### src/verilog/sre_pkg.sv
`default_nettype none
package sre_pkg;
	// Register widths and values after power-on
	localparam int          BYTE_W        = 8;
	localparam logic [7:0]  SRE_RESET     = 8'h00;
	localparam logic [7:0]  STB_RESET     = 8'h00;
	// Bits of the status byte that exist; bit 6 is rebuilt, never stored
	localparam logic [7:0]  STB_USED_MASK = 8'hb8;
	localparam int          SUMMARY_BIT   = 6;
	// Error queue geometry
	localparam int          ERR_W         = 16;
	localparam int          EQ_DEPTH      = 30;
	localparam logic [4:0]  EQ_PLAIN_MAX  = 5'h1d;
	localparam logic [4:0]  EQ_FULL       = 5'h1e;
	localparam logic [4:0]  EQ_LAST_IDX   = 5'h1d;
	// Error numbers, two's complement
	localparam logic [15:0] ERR_NONE      = 16'h0000;
	localparam logic [15:0] ERR_SELFTEST  = 16'hfeb6;
	localparam logic [15:0] ERR_OVERFLOW  = 16'hfea2;
	// Class bounds (inclusive) for event-status steering
	localparam logic [15:0] CMD_HI        = 16'hff9c;
	localparam logic [15:0] CMD_LO        = 16'hff39;
	localparam logic [15:0] EXE_HI        = 16'hff38;
	localparam logic [15:0] EXE_LO        = 16'hfed5;
	localparam logic [15:0] DEV_HI        = 16'hfed4;
	localparam logic [15:0] DEV_LO        = 16'hfe71;
	localparam logic [15:0] QRY_HI        = 16'hfe70;
	localparam logic [15:0] QRY_LO        = 16'hfe0d;
	// Event status bit positions per error class
	localparam int          ESR_CMD_BIT   = 5;
	localparam int          ESR_EXE_BIT   = 4;
	localparam int          ESR_DEV_BIT   = 3;
	localparam int          ESR_QRY_BIT   = 2;
	// Saved-state store
	localparam int          STATE_W       = 16;
	localparam int          SLOTS         = 21;
	localparam logic [4:0]  SLOT_AUTO     = 5'h00;
	localparam logic [4:0]  SLOT_MIN      = 5'h01;
	localparam logic [4:0]  SLOT_MAX      = 5'h14;
	// Response text selectors
	typedef enum logic [2:0] {
		TXT_NO_ERROR = 3'b000,
		TXT_OVERFLOW = 3'b001,
		TXT_SELFTEST = 3'b010,
		TXT_COMMAND  = 3'b011,
		TXT_EXECUTE  = 3'b100,
		TXT_DEVICE   = 3'b101,
		TXT_QUERY    = 3'b110,
		TXT_OTHER    = 3'b111
	} sre_text_t;
endpackage : sre_pkg
`default_nettype wire

### src/verilog/sre_status.sv
`timescale 1ns/1ps
`default_nettype none
module sre_status (
	input  wire logic        clk,             // 250 MHz system clock
	input  wire logic        resetn,          // Power-on reset, active low
	input  wire logic        mask_wr,         // Enable mask write strobe
	input  wire logic [7:0]  mask_wdata,      // Enable mask write value
	output logic      [7:0]  mask_rdata,      // Enable mask readback
	input  wire logic [7:0]  status_events,   // Summary inputs of other groups
	output logic      [7:0]  stb_rdata,       // Status byte query answer
	input  wire logic        serial_poll,     // Serial poll in progress
	input  wire logic        rqs_msg,         // Request message from link
	output logic      [7:0]  poll_byte,       // Serial poll answer
	output logic             srq_out,         // Service request level
	input  wire logic        ddt_wr,          // Define trigger action write
	input  wire logic [3:0]  ddt_wdata,       // Trigger action code
	input  wire logic        trg_cmd,         // Software trigger command
	input  wire logic        get_msg,         // Group execute trigger message
	output logic             trig_fire,       // Trigger action pulse
	output logic      [3:0]  trig_action,     // Action to run on trigger
	input  wire logic        tst_query,       // Self-test query strobe
	output logic             tst_start,       // Start internal tests pulse
	input  wire logic        tst_done,        // Internal tests finished
	input  wire logic [7:0]  tst_code,        // Test result, zero is pass
	output logic             tst_valid,       // Self-test answer pulse
	output logic      [7:0]  tst_resp,        // Self-test answer
	input  wire logic        wai_cmd,         // Wait-to-continue command
	input  wire logic        measuring,       // Measurement cycle busy
	input  wire logic        dev_clear,       // Device clear message
	output logic             cmd_stall,       // Hold later commands
	input  wire logic        sav_cmd,         // Save state command
	input  wire logic        rcl_cmd,         // Recall state command
	input  wire logic [4:0]  slot_sel,        // Slot number
	input  wire logic [15:0] state_in,        // Current saveable state
	output logic             state_load,      // Recalled state valid pulse
	output logic      [15:0] state_out,       // Recalled state
	input  wire logic        err_push,        // New error strobe
	input  wire logic [15:0] err_num,         // New error number
	input  wire logic        err_read,        // Error read query strobe
	input  wire logic        cls_cmd,         // Clear-status command
	output logic             err_valid,       // Error answer pulse
	output logic      [15:0] err_resp_num,    // Error answer number
	output logic      [2:0]  err_resp_text,   // Error answer text selector
	output logic      [7:0]  esr_set,         // Class bit pulses to event status
	output logic      [4:0]  err_count        // Entries held
);
	logic        rst_s1_q, rst_n_q;          // Reset release chain
	logic [7:0]  mask_q;                     // Enable mask
	logic [7:0]  stb_q;                      // Stored status bits
	logic        master_summary_flag;                        // Master summary flag
	logic [3:0]  ddt_q;                      // Configured trigger action
	logic        tst_busy_q;                 // Self-test running
	logic        pend_330_q;                 // Self-test error awaiting queue
	logic        meas_q;                     // Measuring, last cycle
	logic [15:0] slot_mem [sre_pkg::SLOTS];  // Non-volatile state image
	logic [15:0] eq_mem [sre_pkg::EQ_DEPTH]; // Error codes only, no text
	logic [4:0]  head_q;                     // Oldest entry index
	logic [4:0]  cnt_q;                      // Entries held
	logic        push;                       // Enqueue this cycle
	logic [15:0] push_num;                   // Code to enqueue
	logic        pop;                        // Dequeue this cycle
	logic [4:0]  tail;                       // Next free index
	logic [5:0]  tail_sum;                   // Unwrapped tail

	// Reset released through two flops
	always_ff @(posedge clk or negedge resetn) begin
		if (!resetn) begin
			rst_s1_q <= 1'b0;
			rst_n_q  <= 1'b0;
		end else begin
			rst_s1_q <= 1'b1;
			rst_n_q  <= rst_s1_q;
		end
	end

	// Enable mask; only power-on resets it, no command path clears it
	always_ff @(posedge clk or negedge rst_n_q) begin
		if (!rst_n_q) begin
			mask_q <= sre_pkg::SRE_RESET;
		end else if (mask_wr) begin
			mask_q <= mask_wdata & sre_pkg::STB_USED_MASK;
		end
	end
	assign mask_rdata = mask_q;

	// Status byte samples summaries; bit 6 never stored
	always_ff @(posedge clk or negedge rst_n_q) begin
		if (!rst_n_q) begin
			stb_q <= sre_pkg::STB_RESET;
		end else begin
			stb_q <= status_events & sre_pkg::STB_USED_MASK;
		end
	end

	// Query is a pure read path, so nothing here changes on it
	assign master_summary_flag       = |(stb_q & mask_q);
	assign stb_rdata = stb_q | {1'b0, master_summary_flag, 6'h00};
	assign poll_byte = stb_q | {1'b0, rqs_msg & serial_poll, 6'h00};
	assign srq_out   = master_summary_flag;

	// Trigger action register and firing
	always_ff @(posedge clk or negedge rst_n_q) begin
		if (!rst_n_q) begin
			ddt_q       <= 4'h0;
			trig_fire   <= 1'b0;
			trig_action <= 4'h0;
		end else begin
			if (ddt_wr) begin
				ddt_q <= ddt_wdata;
			end
			trig_fire   <= trg_cmd | get_msg;
			trig_action <= ddt_q;
		end
	end

	// Self-test sequencing; failure queues an error later if needed
	always_ff @(posedge clk or negedge rst_n_q) begin
		if (!rst_n_q) begin
			tst_busy_q <= 1'b0;
			tst_start  <= 1'b0;
			tst_valid  <= 1'b0;
			tst_resp   <= 8'h00;
			pend_330_q <= 1'b0;
		end else begin
			tst_start <= tst_query & ~tst_busy_q;
			tst_valid <= tst_busy_q & tst_done;
			if (tst_query & ~tst_busy_q) begin
				tst_busy_q <= 1'b1;
			end else if (tst_done) begin
				tst_busy_q <= 1'b0;
			end
			if (tst_busy_q & tst_done) begin
				tst_resp <= tst_code;
			end
			// Set wins over the drain into the queue
			if (tst_busy_q & tst_done & (tst_code != 8'h00)) begin
				pend_330_q <= 1'b1;
			end else if (!err_push) begin
				pend_330_q <= 1'b0;
			end
		end
	end

	// Wait holdoff; power-on reset clears it, clear-status deliberately has no say
	always_ff @(posedge clk or negedge rst_n_q) begin
		if (!rst_n_q) begin
			cmd_stall <= 1'b0;
			meas_q    <= 1'b0;
		end else begin
			meas_q <= measuring;
			if (dev_clear) begin
				cmd_stall <= 1'b0;
			end else if (wai_cmd) begin
				cmd_stall <= 1'b1;
			end else if (meas_q & ~measuring) begin
				cmd_stall <= 1'b0;
			end
		end
	end

	// Slot store; only the saveable state word enters it
	always_ff @(posedge clk) begin
		if (rst_n_q && sav_cmd && slot_sel >= sre_pkg::SLOT_MIN && slot_sel <= sre_pkg::SLOT_MAX) begin
			slot_mem[slot_sel] <= state_in;
		end else if (rst_n_q && rcl_cmd && slot_sel <= sre_pkg::SLOT_MAX) begin
			slot_mem[sre_pkg::SLOT_AUTO] <= state_in;
		end
	end

	// Recall reads the old image before slot 0 is overwritten
	always_ff @(posedge clk or negedge rst_n_q) begin
		if (!rst_n_q) begin
			state_load <= 1'b0;
			state_out  <= 16'h0000;
		end else begin
			state_load <= rcl_cmd & ~sav_cmd & (slot_sel <= sre_pkg::SLOT_MAX);
			if (rcl_cmd && slot_sel <= sre_pkg::SLOT_MAX) begin
				state_out <= slot_mem[slot_sel];
			end
		end
	end

	// One enqueue per cycle; external errors first, self-test waits
	assign push     = err_push | pend_330_q;
	assign push_num = err_push ? err_num : sre_pkg::ERR_SELFTEST;
	assign pop      = err_read & (cnt_q != 5'h00);
	assign tail_sum = {1'b0, head_q} + {1'b0, cnt_q};
	assign tail     = (tail_sum >= 6'(sre_pkg::EQ_DEPTH)) ?
		5'(tail_sum - 6'(sre_pkg::EQ_DEPTH)) : tail_sum[4:0];

	// Queue storage; last free place takes the overflow marker unless a read frees a place in the same cycle
	always_ff @(posedge clk) begin
		if (rst_n_q && push && !cls_cmd) begin
			if (cnt_q < sre_pkg::EQ_PLAIN_MAX) begin
				eq_mem[tail] <= push_num;
			end else if (cnt_q == sre_pkg::EQ_PLAIN_MAX && !pop) begin
				eq_mem[tail] <= sre_pkg::ERR_OVERFLOW;
			end else if (cnt_q == sre_pkg::EQ_PLAIN_MAX) begin
				eq_mem[tail] <= push_num;
			end
		end
	end

	// Queue pointers and count
	always_ff @(posedge clk or negedge rst_n_q) begin
		if (!rst_n_q) begin
			head_q <= 5'h00;
			cnt_q  <= 5'h00;
		end else if (cls_cmd) begin
			head_q <= 5'h00;
			cnt_q  <= 5'h00;
		end else begin
			if (pop) begin
				head_q <= (head_q == sre_pkg::EQ_LAST_IDX) ? 5'h00 : 5'(head_q + 5'h01);
			end
			if (push && cnt_q < sre_pkg::EQ_FULL && !pop) begin
				cnt_q <= 5'(cnt_q + 5'h01);
			end else if (pop && !(push && cnt_q <= sre_pkg::EQ_PLAIN_MAX)) begin
				cnt_q <= 5'(cnt_q - 5'h01);
			end
		end
	end
	assign err_count = cnt_q;

	// Text selector from the stored code
	function automatic sre_pkg::sre_text_t text_of(input logic [15:0] n);
		sre_pkg::sre_text_t t;
		t = sre_pkg::TXT_OTHER;
		if (n == sre_pkg::ERR_NONE) begin
			t = sre_pkg::TXT_NO_ERROR;
		end else if (n == sre_pkg::ERR_OVERFLOW) begin
			t = sre_pkg::TXT_OVERFLOW;
		end else if (n == sre_pkg::ERR_SELFTEST) begin
			t = sre_pkg::TXT_SELFTEST;
		end else if (n <= sre_pkg::CMD_HI && n >= sre_pkg::CMD_LO) begin
			t = sre_pkg::TXT_COMMAND;
		end else if (n <= sre_pkg::EXE_HI && n >= sre_pkg::EXE_LO) begin
			t = sre_pkg::TXT_EXECUTE;
		end else if (n <= sre_pkg::DEV_HI && n >= sre_pkg::DEV_LO) begin
			t = sre_pkg::TXT_DEVICE;
		end else if (n <= sre_pkg::QRY_HI && n >= sre_pkg::QRY_LO) begin
			t = sre_pkg::TXT_QUERY;
		end
		return t;
	endfunction : text_of

	// Error read answer; empty queue answers with the zero code
	always_ff @(posedge clk or negedge rst_n_q) begin
		if (!rst_n_q) begin
			err_valid     <= 1'b0;
			err_resp_num  <= sre_pkg::ERR_NONE;
			err_resp_text <= sre_pkg::TXT_NO_ERROR;
		end else begin
			err_valid <= err_read;
			if (err_read) begin
				err_resp_num  <= pop ? eq_mem[head_q] : sre_pkg::ERR_NONE;
				err_resp_text <= pop ? text_of(eq_mem[head_q]) : sre_pkg::TXT_NO_ERROR;
			end
		end
	end

	// Class bit per accepted error; positives count as device faults
	always_ff @(posedge clk or negedge rst_n_q) begin
		if (!rst_n_q) begin
			esr_set <= 8'h00;
		end else begin
			esr_set <= 8'h00;
			if (push && !cls_cmd) begin
				if (!push_num[15] && push_num != sre_pkg::ERR_NONE) begin
					esr_set[sre_pkg::ESR_DEV_BIT] <= 1'b1;
				end else if (push_num <= sre_pkg::CMD_HI && push_num >= sre_pkg::CMD_LO) begin
					esr_set[sre_pkg::ESR_CMD_BIT] <= 1'b1;
				end else if (push_num <= sre_pkg::EXE_HI && push_num >= sre_pkg::EXE_LO) begin
					esr_set[sre_pkg::ESR_EXE_BIT] <= 1'b1;
				end else if (push_num <= sre_pkg::DEV_HI && push_num >= sre_pkg::DEV_LO) begin
					esr_set[sre_pkg::ESR_DEV_BIT] <= 1'b1;
				end else if (push_num <= sre_pkg::QRY_HI && push_num >= sre_pkg::QRY_LO) begin
					esr_set[sre_pkg::ESR_QRY_BIT] <= 1'b1;
				end
			end
		end
	end

	// Checks
	mask_bits_a: assert property (@(posedge clk) disable iff (!rst_n_q)
		mask_wr |=> (mask_rdata == ($past(mask_wdata) & 8'hb8)))
		else $error("mask write kept dropped bits");
	mask_zero_a: assert property (@(posedge clk) disable iff (!rst_n_q)
		mask_rdata[6] == 1'b0 && mask_rdata[2:0] == 3'h0)
		else $error("mask readback shows dropped bits");
	summary_a: assert property (@(posedge clk) disable iff (!rst_n_q)
		stb_rdata[6] == |(stb_rdata[7:0] & mask_rdata & 8'hbf))
		else $error("summary flag wrong");
	poll_a: assert property (@(posedge clk) disable iff (!rst_n_q)
		serial_poll |-> poll_byte[6] == rqs_msg)
		else $error("poll bit 6 not request message");
	trig_a: assert property (@(posedge clk) disable iff (!rst_n_q)
		(trg_cmd || get_msg) |=> trig_fire)
		else $error("trigger not fired");
	stall_a: assert property (@(posedge clk) disable iff (!rst_n_q)
		(wai_cmd && !dev_clear) |=> cmd_stall)
		else $error("wait did not stall");
	unstall_a: assert property (@(posedge clk) disable iff (!rst_n_q)
		(cmd_stall && !wai_cmd && !dev_clear && meas_q && !measuring) |=> !cmd_stall)
		else $error("stall not released");
	empty_read_a: assert property (@(posedge clk) disable iff (!rst_n_q)
		(err_read && err_count == 5'h00) |=> (err_valid && err_resp_num == 16'h0000))
		else $error("empty read not zero");
	depth_a: assert property (@(posedge clk) disable iff (!rst_n_q)
		err_count <= 5'h1e)
		else $error("queue beyond thirty");
	overflow_a: assert property (@(posedge clk) disable iff (!rst_n_q)
		(push && !pop && !cls_cmd && err_count == 5'h1d) |=>
		(err_count == 5'h1e && eq_mem[tail_sum >= 6'h1f ? 5'(tail_sum - 6'h1f) : 5'(tail_sum - 6'h01)] == 16'hfea2))
		else $error("overflow marker missing");
	cls_a: assert property (@(posedge clk) disable iff (!rst_n_q)
		cls_cmd |=> err_count == 5'h00)
		else $error("clear-status left entries");
	selftest_a: assert property (@(posedge clk) disable iff (!rst_n_q)
		(tst_busy_q && tst_done && tst_code != 8'h00) |=> ##[0:8] (push && push_num == 16'hfeb6))
		else $error("self-test error not queued");
	fill_c: cover property (@(posedge clk) disable iff (!rst_n_q) err_count == 5'h1e);
	srq_c: cover property (@(posedge clk) disable iff (!rst_n_q) srq_out);
	wai_c: cover property (@(posedge clk) disable iff (!rst_n_q) cmd_stall ##1 !cmd_stall);
	rcl_c: cover property (@(posedge clk) disable iff (!rst_n_q) state_load);
endmodule : sre_status
`default_nettype wire

### config.mk
export PLATFORM = sky130hd
export DESIGN_NAME = sre_status
export DESIGN_NICKNAME = d
export VERILOG_FILES = /design/src/verilog/sre_pkg.sv /design/src/verilog/sre_status.sv
export SDC_FILE = /design/constraint.sdc
export NUM_CORES = 1
export LEC_CHECK = 0
export BUFFER_PORTS_ARGS = -buffer_cell sky130_fd_sc_hd__buf_2
export CAP_MARGIN = 15
export CORE_MARGIN = 5
export CORE_UTILIZATION = 45
export DETAILED_ROUTE_END_ITERATION = 8
export SLEW_MARGIN = 20
export SYNTH_ARGS = -nofsm -noshare
export SYNTH_HDL_FRONTEND = slang
export SYNTH_SLANG_ARGS = --single-unit
### constraint.sdc
create_clock -name clk -period 2.5 [get_ports clk]
set_input_delay 0.5 -clock clk [delete_from_list [all_inputs] [get_ports clk]]
set_output_delay 0.5 -clock clk [all_outputs]
set_load 0.01 [all_outputs]
Word-level counts from Yosys, hierarchy flattened
Memories as Yosys holds them, arrays and structs flattened. A register that Yosys moved wholly into a read port is not among the register bits. Index checks and enable logic that the tools add are counted.

Bits in registers: 68. Bits in writable memories: 816. Memories: 2.

Memories: eq_mem (words 30, width 16, read ports 1, clocked after memory_dff 0, wr ports 1, RTL line sre_status.sv:56) `logic [15:0] eq_mem [sre_pkg::EQ_DEPTH];`; slot_mem (words 21, width 16, read ports 1, clocked after memory_dff 1, wr ports 1, RTL line sre_status.sv:55) `logic [15:0] slot_mem [sre_pkg::SLOTS];`.

Add/sub/neg operators: 5. Order comparisons: 22. Equality and inequality tests: 5. Mux-type cells: 57. Bitwise operators: 18. Reductions and logical operators: 38.

Operator list (number): $ge A16 B16 Y1 const B (8); $le A16 B16 Y1 const B (8); $mux W16 (5); $mux W5 (8); $mux W1 (33); $eq A16 B16 Y1 const B (2); $logic_and A1 B1 Y1 (23); $mux W3 (6); $logic_not A16 Y1 (1); $or A8 B7 Y8 (2); $reduce_bool A16 Y1 (1); $reduce_or A16 Y1 (1); $add A5 B1 Y5 const B (2); $eq A5 B5 Y1 const B (2); $le A5 B5 Y1 const B (2); $lt A5 B5 Y1 const B (2); $and A1 B1 Y1 (8); $and A8 B8 Y8 (1); $mux W2 (4); $reduce_bool A8 Y1 (1); $reduce_or A8 Y1 (1); $add A5 B5 Y6 (1); $ge A6 B5 Y1 const B (1); $reduce_bool A3 Y1 (2); 10 further kinds (20).

Depth between registers and ports, before layout
Gate-level depths: netlist of run 1. An unclocked memory read counts as a cell.

Word-level depth: 11. Mapped depth: 14.

Worst setup path after synthesis of run 1
OpenSTA, ideal clock, no wires.

Kind: register to register. Start point: reg rst_n_q. End point: mem slot_mem[20][0], enable pin. Library setup time: 430 ps. Arrival time: 4257 ps. Required time: 2070 ps. Slack: -2187 ps. Cell stages (with the launch flop): 5. Clock period less this slack: 4687 ps. Cells stage by stage: dfrtp_1 -> nand4_1 -> inv_1 -> nand2_1 -> nor4_1.

Longest elaborated chain between the ends: 7. Elaborated cells between the ends (all ways): 13. Those cells by class: mux: 7; reduce/logical: 6.

RTL lines: start: declaration (RTL line sre_status.sv:47) `logic rst_s1_q, rst_n_q;`; start signal: assignment (RTL line sre_status.sv:72) `rst_n_q <= rst_s1_q;`; $logic_and A1 B1 Y1, on equally long branches (2 in a row) (RTL line sre_status.sv:165, sre_status.sv:163); $mux W1 / $logic_and A1 B1 Y1 (equally long branches) (RTL line sre_status.sv:165, sre_status.sv:163); $mux W1 (RTL line sre_status.sv:163) `if (rst_n_q && sav_cmd && slot_sel >= sre_pkg::SLOT_MIN && slot_sel <= sre_pkg::SLOT_MAX) begin`; $mux W1 (implied by the code) (RTL line sre_status.sv:166) `slot_mem[sre_pkg::SLOT_AUTO] <= state_in;`; $reduce_or A16 Y1 (no line); $mux W5 (no line) / $mux W1 (equally long branches); end: declaration (RTL line sre_status.sv:55).

Parallel ways exist; a longest one is shown, timed or not.

Worst setup path in the final report of run 1
Start point: reg head_q[0]. End point: mem eq_mem[13][9], enable pin.

Longest elaborated chain between the ends: 3. Elaborated cells between the ends (all ways): 4. Those cells by class: add/sub: 2; order compare: 1; mux: 1.

RTL lines: start: declaration (RTL line sre_status.sv:57) `logic [4:0] head_q;`; start signal: assignment (RTL line sre_status.sv:214) `head_q <= (head_q == sre_pkg::EQ_LAST_IDX) ? 5'h00 : 5'(head_q + 5'h01);`; $add A5 B5 Y6 (*) (RTL line sre_status.sv:187) `assign tail_sum = {1'b0, head_q} + {1'b0, cnt_q};`; $sub A5 B5 Y5 / $ge A6 B5 Y1 (equally long branches) (RTL line sre_status.sv:189, sre_status.sv:188); $mux W5 (*) (RTL line sre_status.sv:188) `assign tail = (tail_sum >= 6'(sre_pkg::EQ_DEPTH)) ?`; end: declaration (RTL line sre_status.sv:56).

Every way passes the cells marked *; elsewhere a longest branch is shown, timed or not.

==> metrics.csv, run 1 <==
stage;metric;value;unit
run_status;status;finished, violations left;
run_status;violations;setup timing;
placed_design;dp.final_hpwl;61.3;mm
cells_and_area;drive_gt1_frac;0.432;
clock_network;path_clk_slew;60;ps
synth;yosys_most_used_dff;edfxtp_1;
min_path;worstHoldPathType;primary input to register;
placed_design;io_buffer_count;151;
sta;slew_headroom;0.604;
cells_and_area;fin_util;0.587;
grt;grt_overflow;0;
floorplanning;start_util;0.454;
setup_path;cp.arrival;3680;ps
sta;tightest_slew;594;ps
setup_path;worstSetupPathType;register to register;
cells_and_area;syn_to_final_growth;29.3;%
detailed_routing;postRouteWirelength;95.9;mm
power;p_leak;0.0162;uW
setup_path;critPathRequiredTime;2860;ps
clock_network;root_buffer;clkbuf_16;
synth;synthTopCellsByCount;816 x edfxtp_1, 167 x mux4_2, 110 x nor2_1, 84 x dfrtp_1, 82 x mux2i_1;
run;drv_cap;0;
synth;synth_edf_count;816;
setup_path;slowest_delay;500;ps
floorplanning;die_area;85500;um2
clock_network;cts_made_buffers;93;
setup_path;cp_max_fo;8;
synth;synth-adder-area-share;0.00495;
synth;yosys.area.top_type;edfxtp_1;
sta;final-max-slew-violation-count;0;
cells_and_area;fin_area;46400;um2
floorplanning;rows;103;
sta;setup_violations;935;
sta;fin_ws;-821;ps
cells_and_area;final_nets;2522;
setup_path;critical-path-slowest-cell;dfrtp_4;
grt;grt_use_total;0.218;
clock_network;cts.sink_count;900;
setup_path;crit_chain;ha_4, fa_2, a21o_1, a21oi_2, xnor2_2, inv_2, o21ai_4, buf_6, nand2_4, buf_6, xnor2_4, buf_6, nand2_8, buf_12, nor2_4, clkbuf_16;
clock_network;insertion_delay;650;ps
sta;timing.final.crit_share;1.33;
synth;synth_area_per_cell;19.2;um2
power;p_per_area;914;nW/um2
grt;grt_max_degree;49;
synth;synth_area;35900;um2
placed_design;post_dp_cell_area;41100;um2
floorplanning;boundaryPins;174;
synth;synth-xor-area-share;0.00244;
grt;antenna_found_initial;5;
clock_network;cts-htree-levels;3;
sta;max_freq;0.301;GHz
synth;synthTopCellsByArea;edfxtp_1 68%, mux4_2 10%, dfrtp_1 5.9%;
cells_and_area;fill_cells;5736;
floorplanning;die_height;292;um
setup_path;crit_top_cell;buf_6;
clock_network;clk_path_buf_depth;3;
setup_path;crit_path_start_kind;register;
detailed_routing;avgViaCountPerCell;5.72;
sta;clock_skew;31.9;ps
synth;syn_inst;1870;
synth;ys_seq_area_frac;0.742;
grt;grt_pass1_vias;20400;
detailed_routing;drtPass1Iterations;6;
sta;hold_violations;0;
synth;yosysMostFrequentCell;edfxtp_1;
synth;synthMuxAreaShare;0.146;
detailed_routing;route.detailed.drc;0;
sta;rsz0062_at_grt;yes;
detailed_routing;antenna_left;0;
clock_network;cts_tree;built;
power;max-vdd-ir-drop;718;uV
synth;synth_top_area_frac;0.683;
floorplanning;die_x;292;um
synth;synth_cell_types;82;
sta;period_needed;3320;ps
grt;grt_pass1_wl;139;mm
placed_design;place_congestion;0.882;
detailed_routing;drt_first_iter_violations;2050;
setup_path;cp-end-kind;register;
floorplanning;coreArea;79000;um2
synth;synth_top_family_by_area;multiplexers;
detailed_routing;via_count;20300;
synth;async_reset_ff_frac;0.0933;
synth;synth-seq-cells;900;
detailed_routing;wl_per_cell;27.0;um
synth;synth-simple-area-share;0.0415;
synth;yosys_warnings;0;
placed_design;dpl_worst_slack;-990;ps
synth;synth_compound_area_frac;0.0419;
## state kept, by name (all words and copies together) (netlist names), 5 cells and up
register      count
err_resp_num     16
tst_resp          8
slot_mem        336
err_count         5
state_out        16
head_q            5
eq_mem          480
## worst max-delay path: cells and delay by family, from the launching register on
family / cells / cell delay [ps]
compound gates: 3 / 520
xor+xnor: 2 / 340
fa+ha+maj: 2 / 510
buf+inv: 6 / 850
flops: 1 / 500
simple gates: 3 / 310
## kinds of logic after synthesis
group	after synthesis
simple gates	309
compound gates	200
fa+ha+maj	13
buf+inv	129
mux	307
other cells	2
xor+xnor	10
flops	900
## path summary, 6_finish.rpt
| kind | start | to | slack (ps) | depth (start not counted) |
|---|---|---|---|---|
| hold / removal | get_msg | trig_fire$_DFF_PN0_ | 40 | 2 |
| min in group asynchronous | resetn | rst_n_q$_DFF_PN0_ | 180 | 2 |
| hold reg to reg | rst_s1_q$_DFF_PN0_ | rst_n_q$_DFF_PN0_ | 360 | 0 |
| max in group asynchronous | rst_n_q$_DFF_PN0_ | state_out[3]$_DFFE_PN0P_ | 1540 | 1 |
| setup / recovery | head_q[0]$_DFFE_PN0P_ | eq_mem[13][9]$_DFFE_PP_ | -820 | 16 |
| setup reg to reg | head_q[0]$_DFFE_PN0P_ | eq_mem[13][9]$_DFFE_PP_ | -820 | 16 |
## layout make-up
| cell class | instances | area [um2] | share of cell area |
|---|---|---|---|
| clock inverters | 54 | 759 | 0.0164 |
| clock buffers | 117 | 2480 | 0.0535 |
| multi-input cells | 855 | 9620 | 0.207 |
| diodes | 1 | 2.50 | 0.0000539 |
| repair buffers | 551 | 5500 | 0.118 |
| inverters | 25 | 97.6 | 0.00210 |
| flip-flops and latches | 900 | 26600 | 0.574 |
| well taps | 1050 | 1310 | 0.0283 |
## where the power goes
part | internal, uW | switching [uW] | leakage, uW | total (uW)
Sequential | 17000 | 254 | 0.00833 | 17200
Clock | 8640 | 5770 | 0.00155 | 14400
Combinational | 5210 | 5510 | 0.00629 | 10700
Total | 30900 | 11500 | 0.0162 | 42400
## placed cells by master, fill, tap and decap left out, types with 36 or more instances in the layout
| master | count |
|---|---|
| edfxtp_1 | 816 |
| buf_4 | 239 |
| mux4_2 | 167 |
| buf_2 | 149 |
| clkbuf_16 | 103 |
| buf_12 | 87 |
| mux2i_1 | 77 |
| dfrtp_1 | 76 |
| nand2_1 | 62 |
| nor2_1 | 53 |
| mux2_2 | 43 |
| buf_6 | 41 |
| nor2_4 | 36 |
## per-layer routing
| metal | wire length [um] | global-route usage |
|---|---|---|
| met1 | 40900 | 0.321 |
| met2 | 45500 | 0.345 |
| met3 | 7390 | 0.0392 |
| met4 | 2070 | 0.0474 |
| met5 | 13 | 0 |
## metrics by stage
stage / hold slack (ps) / TNS [ps] / total power, uW / std cells
finish: 38.1 / -351500 / 42400 / 3553
global route: 20.6 / -421820 / 43900 / 3552
CTS: 1.40 / -459200 / 41600 / 3518
detailed placement: 290 / -502740 / 25900 / 3295
global placement: 288 / -485990 / 25800 / 3295
floorplan: 204 / -446160 / 22300 / 1883
## timing repair
action,in CTS,in global routing
setup buffers,36,27
setup endpoints to repair,983,982
cloned,11,10
resized for setup,86,124
pin swaps,32,53
hold buffers,8,0
endpoints found under the hold margin,9,0
Power figures use the tool's default switching activity.
==> inputs of run 2 (changes only) <==
--- a/config.mk
+++ b/config.mk
@@ -7,9 +7,12 @@
 export LEC_CHECK = 0
 export BUFFER_PORTS_ARGS = -buffer_cell sky130_fd_sc_hd__buf_2
 export CAP_MARGIN = 15
+export CELL_PAD_IN_SITES_DETAIL_PLACEMENT = 0
+export CELL_PAD_IN_SITES_GLOBAL_PLACEMENT = 1
 export CORE_MARGIN = 5
 export CORE_UTILIZATION = 45
 export DETAILED_ROUTE_END_ITERATION = 8
+export PLACE_DENSITY_LB_ADDON = 0.1
 export SLEW_MARGIN = 20
 export SYNTH_ARGS = -nofsm -noshare
 export SYNTH_HDL_FRONTEND = slang
==> metrics.csv, run 2 (synthesis results as in run 1) <==
stage;metric;value;unit;change
run_status;status;finished, violations left;;unchanged
run_status;violations;setup timing;;unchanged
placed_design;place_congestion;0.837;;was 0.882
floorplanning;coreArea;79000;um2;unchanged
clock_network;cts_made_buffers;94;;was 93
floorplanning;boundaryPins;174;;unchanged
placed_design;io_buffer_count;151;;unchanged
setup_path;cp_max_fo;8;;unchanged
cells_and_area;regArea;26600;um2;about the same
cells_and_area;final_nets;2467;;was 2522
grt;antenna_found_initial;4;;was 5
cells_and_area;diodes;0;;was 1
sta;tightest_slew;725;ps;was 594 ps
detailed_routing;drt_first_iter_violations;1562;;was 2050
clock_network;insertion_delay;640;ps;was 650 ps
detailed_routing;route.detailed.drc;0;;unchanged
clock_network;cts.sink_count;900;;unchanged
power;share_seq_of_total_power;0.432;;was 0.407
detailed_routing;wl_per_cell;26.3;um;was 27.0 um
sta;slew_headroom;0.517;;was 0.604
cells_and_area;layout_commonest_cell;edfxtp_1;;unchanged
power;swShare;0.275;;was 0.272
power;p_per_area;886;nW/um2;was 914 nW/um2
floorplanning;start_util;0.454;;unchanged
setup_path;critPathRequiredTime;2850;ps;was 2860 ps
grt;grt_pass1_wl;135;mm;was 139 mm
clock_network;cts_tree;built;;unchanged
sta;hold_ws;55.1;ps;was 38.1 ps
cells_and_area;final_cell_mix;816 x edfxtp_1, 215 x buf_4, 167 x mux4_2;;was 816 x edfxtp_1, 239 x buf_4, 167 x mux4_2
power;p_leak;0.0156;uW;was 0.0162 uW
run;drv_cap;0;;unchanged
sta;final-max-slew-violation-count;0;;unchanged
sta;fin_ws;-787;ps;was -821 ps
grt;grt_use_total;0.212;;was 0.218
power;max-vdd-ir-drop;574;uV;was 718 uV
setup_path;cp-end-kind;register;;unchanged
sta;setup_violations;974;;was 935
cells_and_area;fill_cells;6021;;was 5736
clock_network;clk_path_buf_depth;3;;unchanged
sta;clock_skew;11.0;ps;was 31.9 ps
floorplanning;die_x;292;um;unchanged
power;p_sw;11000;uW;was 11500 uW
clock_network;path_clk_slew;60;ps;about the same
placed_design;dp.final_hpwl;60.8;mm;was 61.3 mm
setup_path;crit_path_start_kind;register;;unchanged
detailed_routing;postRouteWirelength;92.1;mm;was 95.9 mm
detailed_routing;antenna_left;0;;unchanged
setup_path;r2r-end;eq_mem[17][11]$_DFFE_PP_;;was eq_mem[13][9]$_DFFE_PP_
cells_and_area;syn_to_final_growth;25.3;%;was 29.3%
grt;grt_overflow;0;;unchanged
setup_path;r2r-start;head_q[0]$_DFFE_PN0P_;;unchanged
cells_and_area;drive_gt1_frac;0.396;;was 0.432
sta;rsz0062_at_grt;yes;;unchanged
power;clockPowerShare;0.330;;was 0.340
setup_path;r2r_cells;14;;was 16
sta;hold_violations;0;;unchanged
cells_and_area;fin_area;45000;um2;was 46400 um2
setup_path;startpoint;head_q[0]$_DFFE_PN0P_;;unchanged
cells_and_area;multi_input_area;9260;um2;was 9620 um2
power;power_frac_comb;0.238;;was 0.253
grt;grt_pass1_vias;20100;;was 20400
sta;period_needed;3290;ps;was 3320 ps
cells_and_area;largest_register;eq_mem;;unchanged
cells_and_area;reg.largest.list;eq_mem: 480 flops, slot_mem: 336 flops;;unchanged
sta;tns;-413950;ps;was -351500 ps
min_path;worstHoldPathType;primary input to register;;unchanged
floorplanning;die_area;85500;um2;unchanged
sta;max_freq;0.304;GHz;was 0.301 GHz
detailed_routing;avgViaCountPerCell;5.63;;was 5.72
placed_design;post_dp_cell_area;41100;um2;about the same
setup_path;cp.arrival;3640;ps;was 3680 ps
placed_design;dp.cells;3289;;was 3295
detailed_routing;via_count;19700;;was 20300
setup_path;r2r_slack;-790;ps;was -820 ps
setup_path;worstSetupPathType;register to register;;unchanged
grt;grt_max_degree;58;;was 49
power;power.internal;28900;uW;was 30900 uW
cells_and_area;final_cells;3498;;was 3553
detailed_routing;drtPass1Iterations;5;;was 6
setup_path;worstSetupEndpoint;eq_mem[17][11]$_DFFE_PP_;;was eq_mem[13][9]$_DFFE_PP_
clock_network;root_buffer;clkbuf_16;;unchanged
sta;timing.final.crit_share;1.31;;was 1.33
cells_and_area;largest_reg_flops;480;;unchanged
floorplanning;rows;103;;unchanged
floorplanning;die_height;292;um;unchanged
clock_network;cts-htree-levels;3;;unchanged
[run 2: cell count changes in the layout (fill, tap and decap cells not counted), sizes merged]
| cell | change |
|---|---|
| buf | -45 |
| bufbuf | -4 |
| bufinv | -13 |
| clkbuf | +14 |
| clkinv | -2 |
| clkinvlp | -4 |
| diode | -1 |
| dlygate4sd3 | -1 |
| inv | +2 |
| nand2b | -1 |
[run 2: repair_timing]
| action | CTS | global route |
|---|---|---|
| gates resized for setup | 59 | 56 |
| endpoints found under the setup margin | 981 | 982 |
| gates cloned | 3 | 3 |
| pin swaps | 24 | 24 |
| endpoints found under the hold margin | 8 | 0 |
| setup buffers | 22 | 6 |
| hold buffers | 7 | 0 |
[run 2: routing by layer]
layer	GRT usage	share of wire	vias to the layer above
li1	-	-	8574
met1	0.330	0.46	10300
met2	0.315	0.45	678
met3	0.0368	0.070	121
met4	0.0522	0.020	4
met5	0	0.00029	-
[run 2: layout make-up]
| type | count | area share |
|---|---|---|
| clock inverters | 37 | 0.00687 |
| flip-flops and latches | 900 | 0.592 |
| well taps | 1050 | 0.0292 |
| clock buffers | 136 | 0.0581 |
| inverters | 25 | 0.00217 |
| repair buffers | 496 | 0.106 |
| multi-input cells | 854 | 0.206 |
[run 2: worst max-delay path, cell delays in order, from the launching register on]
cell and delay, ps:
dfrtp_4 520, ha_4 180, fa_2 330, a21o_1 190
a21oi_2 180, xnor2_2 160, inv_2 70, o21ai_4 210
buf_6 180, xor2_4 110, nand3b_1 190, buf_6 170
buf_8 130, nor2_4 160, clkbuf_16 200
[run 2: through the flow]
step / power (uW) / setup slack (ps) / utilization
2_1_floorplan: 22300 / -794 / -
3_3_place_gp: 26000 / -961 / 0.520
3_5_place_dp: 26100 / -1000 / 0.520
4_1_cts: 39900 / -742 / 0.565
5_1_grt: 41400 / -881 / 0.569
6_report: 39900 / -787 / 0.569
[run 2: worst min path at each step]
stage / from / endpoint / slack, ps / cells past startpoint
after floorplan: resetn / rst_s1_q$_DFF_PN0_ / 200 / 0
after global placement: resetn / rst_s1_q$_DFF_PN0_ / 290 / 1
after detailed placement: resetn / rst_s1_q$_DFF_PN0_ / 290 / 1
after CTS: trg_cmd / trig_fire$_DFF_PN0_ / 7 / 2
after global routing: trg_cmd / trig_fire$_DFF_PN0_ / 40 / 2
final: sav_cmd / state_load$_DFF_PN0_ / 60 / 2
[run 2: power groups by stage]
stage / clock network, uW / logic (uW) / registers (uW)
final: 13100 / 9480 / 17200
after global routing: 14100 / 10100 / 17300
after CTS: 13500 / 9140 / 17200
after detailed placement: 0 / 8550 / 17500
after global placement: 0 / 8510 / 17500
after floorplan: 0 / 4670 / 17700
